### config.mk
export PLATFORM = sky130hd
export DESIGN_NAME = dadc_readout
export DESIGN_NICKNAME = d
export VERILOG_FILES = /design/src/verilog/dadc_pkg.sv /design/src/verilog/dadc_readout.sv
export SDC_FILE = /design/constraint.sdc
export NUM_CORES = 1
export LEC_CHECK = 0
export BUFFER_PORTS_ARGS = -buffer_cell sky130_fd_sc_hd__buf_2
export CAP_MARGIN = 25
export CORE_MARGIN = 1.5
export CORE_UTILIZATION = 45
export DETAILED_ROUTE_END_ITERATION = 10
export GPL_ROUTABILITY_DRIVEN = 0
export PLACE_DENSITY = 0.63
export SYNTH_ARGS = -nofsm -noshare
export SYNTH_HDL_FRONTEND = slang
export SYNTH_SLANG_ARGS = --single-unit
### constraint.sdc
create_clock -name CLK -period 2.4 [get_ports CLK]
set_clock_uncertainty 0.15 [all_clocks]
set_input_delay 0.12 -clock CLK [delete_from_list [all_inputs] [get_ports CLK]]
set_output_delay 0.12 -clock CLK [all_outputs]
set_load 0.005 [all_outputs]
### src/verilog/dadc_pkg.sv
// constants for the dual-channel converter serial readout
// assumes a single 10 MHz system clock samples the select and serial clock pins
`default_nettype none
package dadc_pkg;
   // result widths of the two variants
   localparam int HI_RES_BITS = 14;
   localparam int LO_RES_BITS = 12;
   // width of the output shift register, results sit left-justified in it
   localparam int SHIFT_W = 14;
   // width of the digitised input level presented to each converter
   localparam int SAMPLE_W = 16;
   // width of the edge counters, which saturate
   localparam int CNT_W = 5;
   localparam logic [CNT_W-1:0] CNT_MAX = 5'h1f;
   // rising edges beyond the result width needed to finish a frame
   localparam int EXTRA_RISE = 2;
   // reset values of the pins, counters and shift register
   localparam logic OUT_RST = 1'b0;
   localparam logic OE_N_RST = 1'b1;
   localparam logic [CNT_W-1:0] CNT_RST = 5'h00;
   localparam logic [SHIFT_W-1:0] SHIFT_RST = 14'h0000;
   // zero input code
   localparam logic [SHIFT_W-1:0] zero_input_code = 14'h0000;
endpackage : dadc_pkg
`default_nettype wire

### src/verilog/dadc_readout.sv
// dual simultaneous-sampling converter: frame control and serial result shifter
// assumes select and serial clock come from a host and are asynchronous to CLK
`default_nettype none

module dadc_readout #(
   parameter bit HIGH_RES = 1'b1
) (
   // clock, reset, enable
   input wire logic CLK,
   input wire logic RST_N,
   input wire logic CE,
   // host link pins
   input wire logic SELECT_N,
   input wire logic SERIAL_CLK,
   output logic CHANNEL_A_SERIAL_OUT,
   output logic CHANNEL_A_SERIAL_OE_N,
   output logic CHANNEL_B_SERIAL_OUT,
   output logic CHANNEL_B_SERIAL_OE_N,
   // digitised input levels, same clock domain
   input wire logic signed [dadc_pkg::SAMPLE_W-1:0] LEVEL_A,
   input wire logic signed [dadc_pkg::SAMPLE_W-1:0] LEVEL_B,
   // status
   output logic CONVERTING,
   output logic FRAME_ABORT
);
   localparam int RES_W = HIGH_RES ? dadc_pkg::HI_RES_BITS : dadc_pkg::LO_RES_BITS;
   localparam int PAD_W = dadc_pkg::SHIFT_W - RES_W;
   localparam logic [dadc_pkg::CNT_W-1:0] RES_CNT = dadc_pkg::CNT_W'(RES_W);
   localparam logic [dadc_pkg::CNT_W-1:0] NEED_RISE =
      dadc_pkg::CNT_W'(RES_W + dadc_pkg::EXTRA_RISE);
   localparam logic signed [dadc_pkg::SAMPLE_W-1:0] POS_LIM =
      dadc_pkg::SAMPLE_W'((1 << (RES_W - 1)) - 1);
   localparam logic signed [dadc_pkg::SAMPLE_W-1:0] NEG_LIM =
      dadc_pkg::SAMPLE_W'(-(1 << (RES_W - 1)));

   logic cs_s1, cs_s2, cs_s3;
   logic sck_s1, sck_s2, sck_s3;
   logic in_frame;
   logic [dadc_pkg::CNT_W-1:0] fall_cnt, rise_cnt;
   logic [dadc_pkg::SHIFT_W-1:0] shift_a, shift_b;
   logic out_a, out_b, oe_n, abort_p;
   wire cs_fall, cs_rise, sck_fall, sck_rise, launch;
   wire signed [dadc_pkg::SAMPLE_W-1:0] clamp_a, clamp_b;
   wire [dadc_pkg::SHIFT_W-1:0] load_a, load_b;

   // two-stage synchronisers plus a third stage for edge detection
   always_ff @(posedge CLK or negedge RST_N)
   begin
      if (!RST_N)
      begin
         cs_s1 <= 1'b1;
         cs_s2 <= 1'b1;
         cs_s3 <= 1'b1;
         sck_s1 <= 1'b0;
         sck_s2 <= 1'b0;
         sck_s3 <= 1'b0;
      end
      else if (CE)
      begin
         cs_s1 <= SELECT_N;
         cs_s2 <= cs_s1;
         cs_s3 <= cs_s2;
         sck_s1 <= SERIAL_CLK;
         sck_s2 <= sck_s1;
         sck_s3 <= sck_s2;
      end
   end

   // edge decode
   assign cs_fall = cs_s3 & ~cs_s2; // frame opens
   assign cs_rise = ~cs_s3 & cs_s2; // frame closes
   assign sck_fall = sck_s3 & ~sck_s2 & in_frame & ~cs_rise;
   assign sck_rise = ~sck_s3 & sck_s2 & in_frame & ~cs_rise;
   assign launch = sck_fall & (fall_cnt != dadc_pkg::CNT_RST); // second edge on

   // clamp to full scale, keep low bits as twos complement code
   assign clamp_a = (LEVEL_A > POS_LIM) ? POS_LIM : (LEVEL_A < NEG_LIM) ? NEG_LIM : LEVEL_A;
   assign clamp_b = (LEVEL_B > POS_LIM) ? POS_LIM : (LEVEL_B < NEG_LIM) ? NEG_LIM : LEVEL_B;
   // left-justify the code in the shifter, zero pad below it
   assign load_a = dadc_pkg::SHIFT_W'(clamp_a[RES_W-1:0]) << PAD_W;
   assign load_b = dadc_pkg::SHIFT_W'(clamp_b[RES_W-1:0]) << PAD_W;

   // frame tracking and edge counters
   always_ff @(posedge CLK or negedge RST_N)
   begin
      if (!RST_N)
      begin
         in_frame <= 1'b0;
         fall_cnt <= dadc_pkg::CNT_RST;
         rise_cnt <= dadc_pkg::CNT_RST;
         abort_p <= 1'b0;
      end
      else if (CE)
      begin
         abort_p <= cs_rise & in_frame & (rise_cnt < NEED_RISE);
         if (cs_fall)
         begin
            in_frame <= 1'b1;
            fall_cnt <= dadc_pkg::CNT_RST;
            rise_cnt <= dadc_pkg::CNT_RST;
         end
         else if (cs_rise)
            in_frame <= 1'b0; // early rise drops the frame, sampling resumes
         else
         begin
            if (sck_fall && fall_cnt != dadc_pkg::CNT_MAX)
               fall_cnt <= fall_cnt + 1'b1;
            if (sck_rise && rise_cnt != dadc_pkg::CNT_MAX)
               rise_cnt <= rise_cnt + 1'b1;
         end
      end
   end

   // both channels held on the same edge, shifted in parallel
   always_ff @(posedge CLK or negedge RST_N)
   begin
      if (!RST_N)
      begin
         shift_a <= dadc_pkg::SHIFT_RST;
         shift_b <= dadc_pkg::SHIFT_RST;
      end
      else if (CE)
      begin
         if (cs_fall)
         begin
            shift_a <= load_a;
            shift_b <= load_b;
         end
         else if (launch)
         begin
            shift_a <= {shift_a[dadc_pkg::SHIFT_W-2:0], 1'b0}; // zeros fill
            shift_b <= {shift_b[dadc_pkg::SHIFT_W-2:0], 1'b0};
         end
      end
   end

   // pin drivers
   always_ff @(posedge CLK or negedge RST_N)
   begin
      if (!RST_N)
      begin
         out_a <= dadc_pkg::OUT_RST;
         out_b <= dadc_pkg::OUT_RST;
         oe_n <= dadc_pkg::OE_N_RST;
      end
      else if (CE)
      begin
         if (cs_fall)
         begin
            oe_n <= 1'b0;
            out_a <= 1'b0;
            out_b <= 1'b0;
         end
         else if (cs_rise)
         begin
            oe_n <= 1'b1;
            out_a <= dadc_pkg::OUT_RST;
            out_b <= dadc_pkg::OUT_RST;
         end
         else if (sck_fall)
         begin
            out_a <= launch & shift_a[dadc_pkg::SHIFT_W-1]; // MSB first
            out_b <= launch & shift_b[dadc_pkg::SHIFT_W-1];
         end
      end
   end

   // outputs
   assign CHANNEL_A_SERIAL_OUT = out_a;
   assign CHANNEL_B_SERIAL_OUT = out_b;
   assign CHANNEL_A_SERIAL_OE_N = oe_n;
   assign CHANNEL_B_SERIAL_OE_N = oe_n;
   assign CONVERTING = in_frame & (rise_cnt < RES_CNT);
   assign FRAME_ABORT = abort_p;
endmodule : dadc_readout
`default_nettype wire

Yosys cells after proc, flatten, opt, wreduce, memory -nomap -nowiden

Index checks and enable logic that the tools add are counted.

Flip-flop bits (word level): 49
Bits of input ports: 37
Output and inout bits: 6
Word-level logic and storage cells: 82

$add $sub $neg: 2
Magnitude comparators: 6
Equality and inequality tests: 3
Mux-type cells: 24
Bitwise operators: 19
Reduce and logical (&&, ||, !) cells: 13

Operators with widths:

| kind                 | number |
|---|---|
| $mux 14              | 8 |
| $gt 16x14->1 const B | 2 |
| $lt 16x14->1 const B | 2 |
| $mux 5               | 6 |
| $and 1x1->1          | 14 |
| $add 5x1->5 const B  | 2 |
| $mux 1               | 10 |
| $ne 5x5->1 const B   | 2 |
| $reduce_bool 2->1    | 4 |
| $reduce_and 2->1     | 3 |
| $reduce_and 3->1     | 2 |
| $lt 5x4->1 const B   | 1 |
| $lt 5x5->1 const B   | 1 |
| $not 1->1            | 5 |
| $reduce_bool 5->1    | 1 |
| $reduce_bool 3->1    | 1 |
| $logic_and 1x1->1    | 2 |
| $ne 2x2->1 const B   | 1 |

Longest topological paths before layout

Depth after elaboration: 9
Depth in mapped cells: 8
Gate-level depth less buffers: 6

Least setup slack after synthesis

OpenSTA, ideal clock, no wires.

Path kind: reg-to-reg
Start point: reg cs_s3
End point: reg shift_b[8] in the netlist's numbering
Library setup time: 127 ps
Arrival time: 1698 ps
Data required time: 2123 ps
Setup slack: 424 ps
Cell stages (with the launch flop): 8
Path through: dfstp_2 -> inv_1 -> ha_1 -> nand4bb_4 -> nor2_2 -> o21ai_4 -> buf_6 -> mux2_1

Cells in the longest elaborated chain, start to end: 7
Elaborated cells on any way between the ends: 9
Classes of those cells: mux (1); bitwise (6); reduce/logical (2)

RTL lines:

| element                            | RTL line            | source |
|---|---|---|
| start, declared                    | dadc_readout.sv:36  | `logic cs_s1, cs_s2, cs_s3;` |
| start signal, assigned             | dadc_readout.sv:62  | `cs_s3 <= cs_s2;` |
| $not 1->1                          | dadc_readout.sv:71  | `assign cs_rise = ~cs_s3 & cs_s2;` |
| $and 1x1->1                        | dadc_readout.sv:71  |  |
| $not 1->1                          | dadc_readout.sv:72  | `assign sck_fall = sck_s3 & ~sck_s2 & in_frame & ~cs_rise;` |
| $and 1x1->1                        | dadc_readout.sv:72  |  |
| $and 1x1->1                        | dadc_readout.sv:74  | `assign launch = sck_fall & (fall_cnt != dadc_pkg::CNT_RST);` |
| $reduce_bool 2->1 (no source line) | --                  |  |
| $reduce_and 2->1 (no source line)  | --                  |  |
| end signal, assigned               | dadc_readout.sv:120 | `shift_b <= dadc_pkg::SHIFT_RST;` |
| end signal, assigned               | dadc_readout.sv:127 | `shift_b <= load_b;` |
| end signal, assigned               | dadc_readout.sv:132 | `shift_b <= {shift_b[dadc_pkg::SHIFT_W-2:0], 1'b0};` |
| end, declared                      | dadc_readout.sv:40  | `logic [dadc_pkg::SHIFT_W-1:0] shift_a, shift_b;` |

Several ways; a longest one is shown, not always the timed one.
A chain may end at the register's enable or synchronous reset.

Worst setup path after layout

Start point: reg cs_s2
End point: reg shift_b[8] in the netlist's numbering

Elaborated cells on any way between the ends: 9
Classes of those cells: mux (1); bitwise (6); reduce/logical (2)

RTL lines:

| element                            | RTL line           | source |
|---|---|---|
| start, declared                    | dadc_readout.sv:36 |  |
| start signal, assigned             | dadc_readout.sv:61 | `cs_s2 <= cs_s1;` |
| $not 1->1 (*)                      | dadc_readout.sv:70 | `assign cs_fall = cs_s3 & ~cs_s2;` |
| $and 1x1->1 (*)                    | dadc_readout.sv:70 |  |
| via cs_fall                        | dadc_readout.sv:42 | `wire cs_fall, cs_rise, sck_fall, sck_rise, launch;` |
| $reduce_bool 2->1 (no source line) | --                 |  |
| $reduce_and 2->1 (no source line)  | --                 |  |

The timed path passes the listed nets; every way through them passes the cells marked *.

==> key figures <==
Clocking
  – CTS tree: yes
  – Clk root buf: clkbuf_8
  – Clock sinks: 49
  – # H-tree levels: 2
  – Setup Fix Bufs, Post-CTS: 0
  – Clock slew at reported path FFs: 90 ps
  – Cts bufs inserted: 5
  – Clock Latency Late Sink: 300 ps
  – Max Buffers Root-to-Sink: 2

Timing
  – Setup TNS: 0 ps
  – Max-slew violations: 0
  – RSZ-0062 raised after global routing: false
  – Min cycle time layout: 2120 ps
  – Slew margin rel.: 69.9%
  – Final setup violation count: 0
  – Final hold slack: 44.2 ps
  – Fin crit share: 88.2%
  – Worst slew pin tran: 448 ps
  – Fmax: 0.473 GHz
  – Number of hold violations in the final report: 0

Global route
  – Largest net degree at the start of global routing: 43
  – Antenna violations before repair: 0
  – Vias in the first global route: 1,872
  – First-pass GRT wire length: 8.65 mm
  – GRT Overall Usage: 17.1%
  – GR Overflow Total: 0

Setup path
  – Crit path launch type: flop
  – Arrival time at the worst endpoint: 2160 ps
  – Crit Path Max Fanout: 42
  – Worst EP required: 2440 ps
  – Critical path endpoint category: flop
  – Worst Setup Path Type: flop to flop

Floorplan
  – Die Span Y: 81.3 um
  – Initial core utilization: 46.6%
  – Num rows: 28
  – Core area: 5920 um2
  – Die W: 81.3 um
  – Top Ports: 43
  – Die area: 6600 um2

Final layout
  – Antenna fix cells: 0
  – Share of cells above drive strength 1: 30.7%
  – Final #Nets: 363
  – Area Growth Syn to Fin: 17.1%
  – Fin util: 54.5%
  – Final cell count without fillers: 394

Power and ir drop
  – P_leak: 1.57 nW
  – VDD IR max: 346 uV
  – Design Power: 2.79 mW
  – Cell area power density: 865 nW/um2

Yosys
  – Top cells by area, synth: dfrtp_1 41%, mux2_2 9.8%, o22ai_1 4.8%
  – Mapped Cells: 275
  – Post-Syn Nets: 320
  – Share of the synthesized area in the top cell type: 40.9%
  – Unique masters post-synth: 43
  – Syn Area/Cell: 10.0 um2
  – Post-synthesis sequential area ratio: 44.7%
  – Number of synthesis warnings: 0
  – Mapped Area: 2760 um2
  – Cell taking the most area after synthesis: dfrtp_1
  – Number of synthesized register bits: 49

Detailed routing
  – Antenna-violating nets left: 0
  – DRC: 0
  – Vias per cell: 5.22
  – DRT Wirelength: 5.17 mm
  – TritonRoute pass-1 iters: 4
  – Via count: 2,055
  – Starting DRC count in detailed routing: 94
  – Wirelength per Cell: 13.1 um

Placed design
  – Placed cell count: 381
  – HPWL Detailed: 3.69 mm
  – Number of I/O port buffers: 42

Outcome
  – Outcome: finished clean

Run
  – Max-Cap Viols: 0

Hold path
  – HP Class: primary input to flop
-- synth_stat cells (all sizes together) --
cell type  number
nor3            6
a32o            1
and3            2
ha              8
o21ba           2
dfrtp          45
o22ai          21
nor3b           2
mux2i           6
o21ai          12
mux2           29
nor2           28
a221o           1
a31oi           3
clkbuf          6
a22oi           2
nand3           5
and2            1
o2bb2ai         2
nor4b           2
inv            29
a21oi           2
a2bb2oi         2
buf            11
a22o            4
o21bai          4
nand2b          3
nand2          20
or2             1
nand4bb         2
nor2b           4
a21boi          2
dfstp           4
a21bo           3
-- flip-flops by register name, indices dropped and copies added (netlist names) --
| signal | flops |
|---|---|
| CHANNEL_A_SERIAL_OE_N | 1 |
| CHANNEL_A_SERIAL_OUT | 1 |
| CHANNEL_B_SERIAL_OUT | 1 |
| FRAME_ABORT | 1 |
| cs_s1 | 1 |
| cs_s2 | 1 |
| cs_s3 | 1 |
| fall_cnt | 5 |
| in_frame | 1 |
| rise_cnt | 5 |
| sck_s1 | 1 |
| sck_s2 | 1 |
| sck_s3 | 1 |
| shift_a | 14 |
| shift_b | 14 |
-- stage by stage --
step / instance area (um2) / worst slack, ps
after floorplan: 2760 / 424
final: 3230 / 284
after global routing: 3230 / 164
after detailed placement: 3040 / 301
after global placement: 3040 / 330
after CTS: 3230 / 284
-- power breakdown --
part / internal [mW] / switching, mW / total, mW
sequential: 1.10 / 0.159 / 1.25
combinational: 0.474 / 0.361 / 0.835
clock: 0.419 / 0.283 / 0.702
-- area by class of cell --
class | instances | area, um2
clock inverter | 3 | 68.8
timing repair buffer | 53 | 330
multi-input combinational | 180 | 1330
tap | 75 | 93.8
clock buffer | 5 | 68.8
sequential | 49 | 1230
fill | 564 | 2690
inverter | 29 | 109
-- critical path: stages (launching register included) --
cell and delay [ps]:
dfstp_2 570, inv_1 60, ha_1 240, buf_12 190, nand2_1 330, o22ai_1 150, mux2_1 310
-- cells in the final DEF (no fill, tap or decap), drive strengths merged, types with 5 or more instances in the layout --
master	n
o21ai	12
buf	48
mux2	29
mux2i	6
nand3	5
nand2	20
ha	8
nor3	6
o22ai	21
nor2	28
inv	30
clkbuf	5
dfrtp	45
dlygate4sd3	5
-- cells by family after synthesis --
logic type | synth area share, %
and+or+nand+nor | 14.3
AOI/OAI and AO/OA | 15.7
DFF | 44.7
buffers and inverters | 7.22
muxes | 14.6
adders and majority gates | 3.63
-- path summary, 6_finish.rpt --
check                                                   from                                end  slack, ps  cells after the start
setup reg to reg                           cs_s2$_DFFE_PN1P_             shift_b[8]$_DFFE_PN0P_        280                      6
hold reg to reg            CHANNEL_A_SERIAL_OE_N$_DFFE_PN1P_  CHANNEL_A_SERIAL_OE_N$_DFFE_PN1P_        340                      2
hold / removal                                    LEVEL_A[5]             shift_a[5]$_DFFE_PN0P_         40                      4
max in group asynchronous                              RST_N                  cs_s3$_DFFE_PN1P_       1390                      3
setup / recovery                           cs_s2$_DFFE_PN1P_             shift_b[8]$_DFFE_PN0P_        280                      6
min in group asynchronous                              RST_N            rise_cnt[2]$_DFFE_PN0P_        100                      2
-- per-layer routing --
| layer | up-vias | share of wire (%) | GRT usage, % |
|---|---|---|---|
| met2 | 34 | 48 | 26.9 |
| met1 | 986 | 48 | 23.6 |
| met4 | 0 | 0.91 | 4.66 |
| li1 | 1031 | - | - |
| met5 | - | 0 | 0 |
| met3 | 4 | 3.5 | 4.04 |
-- what timing repair did --
action	in CTS	in global routing
resized for setup	0	0
hold endpoints to repair	50	0
hold buffers	5	0
No activity file was read; power rests on OpenSTA's default activity.
